--- src/angle_seq_map.vh ---
// constants for the angle measurement sleep sequencer
`ifndef ANGLE_SEQ_MAP_VH
`define ANGLE_SEQ_MAP_VH

// register offsets (14-bit addresses)
`define ADDR_CONFIG_ONE    14'h3F20
`define ADDR_ANGLE_RESULT  14'h3FFF
`define ADDR_CLR_ERROR     14'h3380
`define ADDR_NOP           14'h0000

// config_one field layout
`define RES_CODE_MSB       13
`define RES_CODE_LSB       12
`define RES_CODE_12BIT     2'h0
`define READY_BIT          0

// reset values
`define ANGLE_RESET        12'h000

// serial frame
`define FRAME_BITS         16
`define FRAME_BITS_W       5'h10

// timing
`define CLK_PERIOD_NS      4
`define MEAS_TIME_NS       600000
`define MEAS_CYCLES        (`MEAS_TIME_NS / `CLK_PERIOD_NS)
`define BOOT_CYCLES        2'h3

`endif

--- src/angle_seq.v ---
// angle measurement sequencer with sleep, interrupt pin and serial slave
// Operation
// - after reset, run start-up sequence containing exactly one measurement
// - start-up result is latched into angle register and interrupt signalled
// - after signalling completion the sequencer goes to sleep
// - reading the angle over serial deasserts the interrupt
// - an angle read request wakes the sequencer and starts a measurement
// - completion of requested measurement stores angle, sets interrupt and ready flag
// - each wake runs one measurement of about 600 us, then sleep
// - no averaging; each stored angle comes from a single measurement
// - while asleep no measurement happens until an angle read arrives
// - interrupt pin is active low, driven low when conversion finishes
// - wire-select low gives three-wire, high gives four-wire serial
// - interrupt-enable input gates whether the interrupt pin is driven
// - angle register is unsigned 12 bits, reads 0x000 after reset
// - configuration bits 13:12 read 00 for 12-bit resolution
// - input sampled on falling clock, output driven on rising, 16 clocks
// - a read takes two frames; data returns in the second frame
`timescale 1ns/1ps
`default_nettype none
`include "angle_seq_map.vh"
module angle_seq #(
   parameter MEAS_CYCLES = `MEAS_CYCLES
) (
   input  wire             sys_clk,
   input  wire             rst_n,
   input  wire             sck,
   input  wire             ss_n,
   input  wire             mosi,
   input  wire             sdio_in,
   input  wire             wire_mode,
   input  wire             en_int_n,
   input  wire [11:0]      sample,
   output reg              miso_q,
   output reg              miso_oe_n_q,
   output reg              sdio_out_q,
   output reg              sdio_oe_n_q,
   output reg              int_n_q,
   output reg              int_oe_n_q,
   output reg              awake_q,
   output reg              ready_q
);
   localparam S_BOOT  = 2'h0;
   localparam S_MEAS  = 2'h1;
   localparam S_SLEEP = 2'h2;

   reg  [5:0]  meta_q;
   reg  [5:0]  sync_q;
   reg         sck_prev_q;
   reg         ss_prev_q;
   reg  [1:0]  state_q;
   reg  [1:0]  boot_q;
   reg         four_wire_q;
   reg         start_q;
   reg  [11:0] angle_q;
   reg         int_q;
   reg         err_q;
   reg  [4:0]  bit_cnt_q;
   reg  [15:0] rx_q;
   reg  [15:0] tx_q;
   reg  [13:0] resp_q;
   reg         data_phase_q;
   reg         reply_q;
   reg         angle_rd_q;
   wire        busy;
   wire        done;
   wire [11:0] eng_angle;
   wire        sck_s;
   wire        ss_s;
   wire        din_s;
   wire        en_int_s;
   wire        sck_rise;
   wire        sck_fall;
   wire        ss_fall;
   wire        ss_rise;
   wire        frame_ok;
   wire [13:0] rx_addr;
   wire [13:0] cfg_word;

   // =====================================================================
   // input synchronisers
   // two stages on every pin from outside the clock domain
   always @(posedge sys_clk or negedge rst_n) begin
      if (!rst_n) begin
         // idle levels: sck low, select high, interrupt gate off
         meta_q <= 6'h32;
         sync_q <= 6'h32;
      end else begin
         meta_q <= {wire_mode, en_int_n, sdio_in, mosi, ss_n, sck};
         sync_q <= meta_q;
      end
   end

   assign sck_s    = sync_q[0];
   assign ss_s     = sync_q[1];
   assign din_s    = four_wire_q ? sync_q[2] : sync_q[3];
   assign en_int_s = sync_q[4];

   // edge detection on the synchronised link clock and select
   always @(posedge sys_clk or negedge rst_n) begin
      if (!rst_n) begin
         sck_prev_q <= 1'b0;
         ss_prev_q  <= 1'b1;
      end else begin
         sck_prev_q <= sck_s;
         ss_prev_q  <= ss_s;
      end
   end

   assign sck_rise = ~ss_s & sck_s & ~sck_prev_q;
   assign sck_fall = ~ss_s & ~sck_s & sck_prev_q;
   assign ss_fall  = ss_prev_q & ~ss_s;
   assign ss_rise  = ~ss_prev_q & ss_s;
   assign frame_ok = (bit_cnt_q == `FRAME_BITS_W) && ~(^rx_q);
   assign rx_addr  = rx_q[14:1];
   assign cfg_word = {`RES_CODE_12BIT, 11'h000, ready_q};

   // =====================================================================
   // measurement engine
   meas_timer #(
      .MEAS_CYCLES (MEAS_CYCLES),
      .CNT_W       (18)
   ) u_meas (
      .sys_clk (sys_clk),
      .rst_n   (rst_n),
      .start   (start_q),
      .sample  (sample),
      .busy_q  (busy),
      .done_q  (done),
      .angle_q (eng_angle)
   );

   // =====================================================================
   // power sequencer
   always @(posedge sys_clk or negedge rst_n) begin
      if (!rst_n) begin
         state_q     <= S_BOOT;
         boot_q      <= 2'h0;
         four_wire_q <= 1'b0;
         start_q     <= 1'b0;
         awake_q     <= 1'b1;
      end else begin
         start_q <= 1'b0;
         case (state_q)
            S_BOOT: begin
               boot_q <= boot_q + 1'b1;
               if (boot_q == `BOOT_CYCLES) begin
                  four_wire_q <= sync_q[5];
                  start_q     <= 1'b1;
                  state_q     <= S_MEAS;
               end
            end
            S_MEAS: begin
               // a read here does not restart the window
               if (done) begin
                  state_q <= S_SLEEP;
                  awake_q <= 1'b0;
               end
            end
            S_SLEEP: begin
               if (angle_rd_q) begin
                  start_q <= 1'b1;
                  awake_q <= 1'b1;
                  state_q <= S_MEAS;
               end
            end
            default: begin
               state_q <= S_SLEEP;
               awake_q <= 1'b0;
            end
         endcase
      end
   end

   // =====================================================================
   // result, interrupt and ready flag; a set wins over a clear
   always @(posedge sys_clk or negedge rst_n) begin
      if (!rst_n) begin
         angle_q    <= `ANGLE_RESET;
         int_q      <= 1'b0;
         ready_q    <= 1'b0;
         int_n_q    <= 1'b1;
         int_oe_n_q <= 1'b1;
      end else begin
         if (done) begin
            angle_q <= eng_angle;
            int_q   <= 1'b1;
            ready_q <= 1'b1;
         end else if (angle_rd_q) begin
            int_q   <= 1'b0;
            ready_q <= 1'b0;
         end
         int_n_q    <= ~int_q;
         int_oe_n_q <= en_int_s;
      end
   end

   // =====================================================================
   // serial slave: frame shift, decode and reply
   always @(posedge sys_clk or negedge rst_n) begin
      if (!rst_n) begin
         bit_cnt_q    <= 5'h00;
         rx_q         <= 16'h0000;
         tx_q         <= 16'h0000;
         resp_q       <= 14'h0000;
         err_q        <= 1'b0;
         data_phase_q <= 1'b0;
         reply_q      <= 1'b0;
         angle_rd_q   <= 1'b0;
      end else begin
         angle_rd_q <= 1'b0;
         if (ss_fall) begin
            bit_cnt_q <= 5'h00;
            // even parity over the whole frame
            tx_q      <= {resp_q, err_q, ^{resp_q, err_q}};
         end else if (sck_rise && (bit_cnt_q != 5'h00)) begin
            // msb stands through the first rise, later rises shift
            tx_q <= {tx_q[14:0], 1'b0};
         end
         if (sck_fall) begin
            rx_q <= {rx_q[14:0], din_s};
            if (bit_cnt_q != 5'h1F) begin
               bit_cnt_q <= bit_cnt_q + 1'b1;
            end
         end
         if (ss_rise) begin
            resp_q  <= 14'h0000;
            reply_q <= 1'b0;
            if (reply_q && !four_wire_q) begin
               // line was ours during this frame, nothing to decode
            end else if (!frame_ok) begin
               err_q        <= 1'b1;
               data_phase_q <= 1'b0;
            end else if (data_phase_q) begin
               data_phase_q <= 1'b0;
            end else if (rx_q[15]) begin
               reply_q <= 1'b1;
               if (rx_addr == `ADDR_ANGLE_RESULT) begin
                  resp_q     <= {2'h0, angle_q};
                  angle_rd_q <= 1'b1;
               end else if (rx_addr == `ADDR_CONFIG_ONE) begin
                  resp_q <= cfg_word;
               end else if (rx_addr == `ADDR_CLR_ERROR) begin
                  err_q <= 1'b0;
               end
            end else if (rx_addr != `ADDR_NOP) begin
               data_phase_q <= 1'b1;
            end
         end
      end
   end

   // =====================================================================
   // pin drivers
   always @(posedge sys_clk or negedge rst_n) begin
      if (!rst_n) begin
         miso_q      <= 1'b0;
         miso_oe_n_q <= 1'b1;
         sdio_out_q  <= 1'b0;
         sdio_oe_n_q <= 1'b1;
      end else begin
         miso_q      <= tx_q[15];
         sdio_out_q  <= tx_q[15];
         miso_oe_n_q <= ~(four_wire_q & ~ss_s);
         sdio_oe_n_q <= ~(~four_wire_q & ~ss_s & reply_q);
      end
   end
endmodule
`default_nettype wire

--- src/meas_timer.v ---
// one-shot angle measurement timer with single-sample capture
`timescale 1ns/1ps
`default_nettype none
module meas_timer #(
   parameter MEAS_CYCLES = 150000,
   parameter CNT_W       = 18
) (
   input  wire             sys_clk,
   input  wire             rst_n,
   input  wire             start,
   input  wire [11:0]      sample,
   output reg              busy_q,
   output reg              done_q,
   output reg  [11:0]      angle_q
);
   reg [CNT_W-1:0] cnt_q;

   // =====================================================================
   // measurement window
   // one window per start, one sample taken at its end, no averaging
   always @(posedge sys_clk or negedge rst_n) begin
      if (!rst_n) begin
         busy_q  <= 1'b0;
         done_q  <= 1'b0;
         cnt_q   <= {CNT_W{1'b0}};
         angle_q <= 12'h000;
      end else begin
         done_q <= 1'b0;
         if (busy_q) begin
            if (cnt_q == MEAS_CYCLES[CNT_W-1:0] - 1'b1) begin
               busy_q  <= 1'b0;
               done_q  <= 1'b1;
               angle_q <= sample;
            end else begin
               cnt_q <= cnt_q + 1'b1;
            end
         end else if (start) begin
            busy_q <= 1'b1;
            cnt_q  <= {CNT_W{1'b0}};
         end
      end
   end
endmodule
`default_nettype wire

--- config.mk ---
export PLATFORM = sky130hd
export DESIGN_NAME = angle_seq
export DESIGN_NICKNAME = d
export VERILOG_FILES = /design/src/angle_seq.v /design/src/meas_timer.v
export VERILOG_INCLUDE_DIRS = /design/src
export SDC_FILE = /design/constraint.sdc
export NUM_CORES = 1
export LEC_CHECK = 0
export ABC_AREA = 1
export BUFFER_PORTS_ARGS = -buffer_cell sky130_fd_sc_hd__buf_2
export CAP_MARGIN = 5
export CORE_UTILIZATION = 60
export CTS_CLUSTER_DIAMETER = 80
export CTS_CLUSTER_SIZE = 12
export DETAILED_ROUTE_END_ITERATION = 8
export PLACE_DENSITY = 0.85
export REMOVE_ABC_BUFFERS = 1
export SYNTH_ARGS = -nofsm -noshare
export SYNTH_HDL_FRONTEND = slang
export SYNTH_SLANG_ARGS = --single-unit
--- constraint.sdc ---
create_clock -name sys_clk -period 3.13 [get_ports sys_clk]
set_input_delay 0.626 -clock sys_clk [delete_from_list [all_inputs] [get_ports sys_clk]]
set_output_delay 0.626 -clock sys_clk [all_outputs]
set_load 0.02 [all_outputs]
==> results.md <==
- Hpwl dp: around 8200 µm
- Reg clk slew, reported paths: 60 ps
- Diodes inserted: 0
- Inst Count DP: 851
- Layout fillers: 684
- Max Cap Violations: 0
- Most frequent cells in the layout: nand2_1, dfrtp_1, inv_1
- Lkg Pwr: approximately 3.2 nW
- Skew final: a little under 10 ps
- Total power: just under 4 mW
- Critical-path cell list: ha_1 -> nand2_2 -> nor4_2 -> nand3_2 -> nand2_2 -> inv_2 -> nand4_1 -> o21ai_1
- Non-Filler Instances: roughly 880
- Post-synth cell types: 36
- Critical Path Max Stage Delay: 420 ps
- Initial DRC count: roughly 270
- Placement Setup Slack: around 900 ps
- Global-route wire length before repair: 21,100 µm
- CP max stage cell: dfrtp_1
- H-tree Lvls: 4
- Synthesized flop and latch total: ~120
- RSZ-0062 raised after global routing: no
- Total negative setup slack: 0 ps
- Sequential fraction of the synthesis area: between 50% and 60%
- Top_reg_cell synth: dfrtp_1
- Max-slew violations: 0
- Layout area overhead: 13.5%
- Min cycle time layout: around 2300 ps
- Initial antenna violation count: 0
- Clk sinks: about 120
- Area occupied by registers: roughly 0.0031 mm²
- Req. time, crit path: 3540 ps
- Crit path max fanout: 17
- Clock Path Buffers: 2
- Logic pwr share: roughly a tenth
- Die Y: 100 µm
- Post-route cell area: roughly 0.0066 mm²
- Hold Path Class: input pin to asynchronous set/reset pin
- GPL Wtd Cong: 0.881
- Worst-skew pair later-pin latency: approximately 540 ps
- Maximum vdd drop: 0.375 mV
- Slew headroom: a little under half
- Startpoint types: register
- Worst-margin pin slew: between 700 and 800 ps
- CTS buffer count: 17
- # Post-CTS Setup Buffers: 0
- TritonCTS clock tree: done
- IO Count: 28
- Post-CTS Resized: 0
- # nets final: roughly 770
- Final Hold Fails: 0
- PortBufs: 27
- Reg2reg path depth: 8
- Clock root cell: clkbuf_8
- Post-synth EDFFs: 0
- Die W: 100 µm
- Total grt overflow: 0
- Cell-internal power: around 2.8 mW
- FMAX: between 400 and 500 MHz
- Vias per inst: 5.45
- PwrDens: 603 mW/mm²
- Worst r2r src: u_meas.cnt_q[0]
- Share of cells above drive strength 1: 12.7%
- Hold Buf Count CTS: 0
- Initial Util: 62.4%
- Crit path capture type: register
- Ys async rst share: 100%
- Residual DRC: 0
- NetSw: between 1 and 1.5 mW
- Via count: about 4.8k
- Row count: 35
- Largest net degree at the start of global routing: 59
- Initial DRT Pass Iterations: 5
- Status: completed
- Cell Area, Placed: between 0.006 and 0.007 mm²
- Cells after Synth: roughly 710
- Final wirelength: roughly 12,000 µm
- Flop-to-flop setup slack: approximately 820 ps
- Most used cell, CP: nand2_2
- Number of global-route vias before repair: 4,710
- Synthesized area per cell: slightly above 8 µm²
- Sw Share: 28.3%
- Tot GR Track Use: ~27%
- Kind of critical path: register to register
- Detailed-route wire length per cell: about 14 µm
- ANT nets after route: 0
- Sequential power share: between 40% and 50%
- Multi-input logic area: roughly 0.0023 mm²
- Clock share of power: 45.2%
- Die Area: approximately 0.010 mm²
- Commonest non-fill, non-tap cell in the layout: nand2_1
- Final period utilization: 73.8%
- FF-to-FF End: u_meas.cnt_q[17]
- Total core area: 0.00928 mm²
- Final setup violation count: 0
- Mapped cell area: 0.00579 mm²
- WP data arrival: roughly 2700 ps
- Syn. warnings: 0
- Final worst slack: around 820 ps
==> logic make-up after synthesis <==
family	after synthesis	share of synthesized area, %
AOI/OAI and AO/OA	68	6.74
xor gates and xnor gates	19	2.87
adders and majority gates	5	1.08
buffers and inverters	90	6.50
DFF	124	53.8
muxes	2	0.389
and+or+nand+nor	400	28.6
==> area by class of cell <==
cell class	count	share of cell area, %
Timing Repair Buffer	33	2.97
Clock inverter	13	1.62
Clock buffer	19	6.56
Multi-Input combinational cell	494	34.9
Sequential cell	124	47.4
Inverter	71	4.05
Tap cell	129	2.45
==> sequential cells by signal (all words and copies together) (netlist names), 2 cells and up <==
name and count:
u_meas.cnt_q 18, rx_q 16, angle_q 12, sync_q 6, meta_q 6, boot_q 2, tx_q 16, state_q 2
bit_cnt_q 5, u_meas.angle_q 12, resp_q 12
==> cells in the mapped netlist, drive strengths merged, types with 10 or more instances <==
cell type | count | share of area (%)
a31oi | 14 | 1.5
buf | 10 | 1.3
dfrtp | 112 | 48
dfstp | 12 | 5.4
inv | 71 | 4.6
nand2 | 273 | 18
nand3 | 37 | 3.4
nand4 | 14 | 1.5
nor2 | 54 | 3.6
nor3 | 17 | 1.6
o21ai | 38 | 3.3
xor2 | 10 | 1.5
==> stage by stage <==
stage	utilization, %	hold WS [ps]
after floorplan	-	330
after global placement	65.1	334
after detailed placement	65.1	343
after CTS	70.8	172
after global routing	70.8	179
final	70.8	151
==> critical path, delay by kind of cell, from the launching register on <==
kind / cells / cell delay, ps
buffers and inverters: 1 / 190
flip-flops: 1 / 420
AO/OA/AOI/OAI: 1 / 90
adder cells (fa/ha/maj): 1 / 320
AND/OR/NAND/NOR: 5 / 1160
==> worst max path at each step <==
stage               startpoint          endpoint  slack (ps)  cells past startpoint
2_1_floorplan        ss_prev_q          tx_q[15]         730                      7
3_3_place_gp   u_meas.cnt_q[0]   u_meas.cnt_q[3]        1030                      9
3_5_place_dp   u_meas.cnt_q[0]  u_meas.cnt_q[17]         900                      8
4_1_cts              sync_q[1]           tx_q[4]         810                      6
5_1_grt              sync_q[1]           tx_q[4]         610                      6
6_report       u_meas.cnt_q[0]  u_meas.cnt_q[17]         820                      8
==> routing by layer <==
layer / share of wire (%) / GRT usage, % / vias up / wire length [µm]
met5: 0 / 0 / - / 0
met4: 2.5 / 13.6 / 0 / 303
met3: 5.4 / 6.06 / 34 / 661
met2: 50 / 44.5 / 169 / 6140
met1: 42 / 33.9 / 2288 / 5230
li1: - / - / 2320 / -
==> power by group through the flow <==
stage	sequential [mW]	combinational (mW)	clock, mW
2_1_floorplan	1.78	0.275	0
6_report	1.77	0.408	1.79
3_3_place_gp	1.78	0.378	0
3_5_place_dp	1.79	0.396	0
4_1_cts	1.76	0.407	1.81
5_1_grt	1.78	0.472	1.87
No activity file was read; power rests on OpenSTA's default activity.
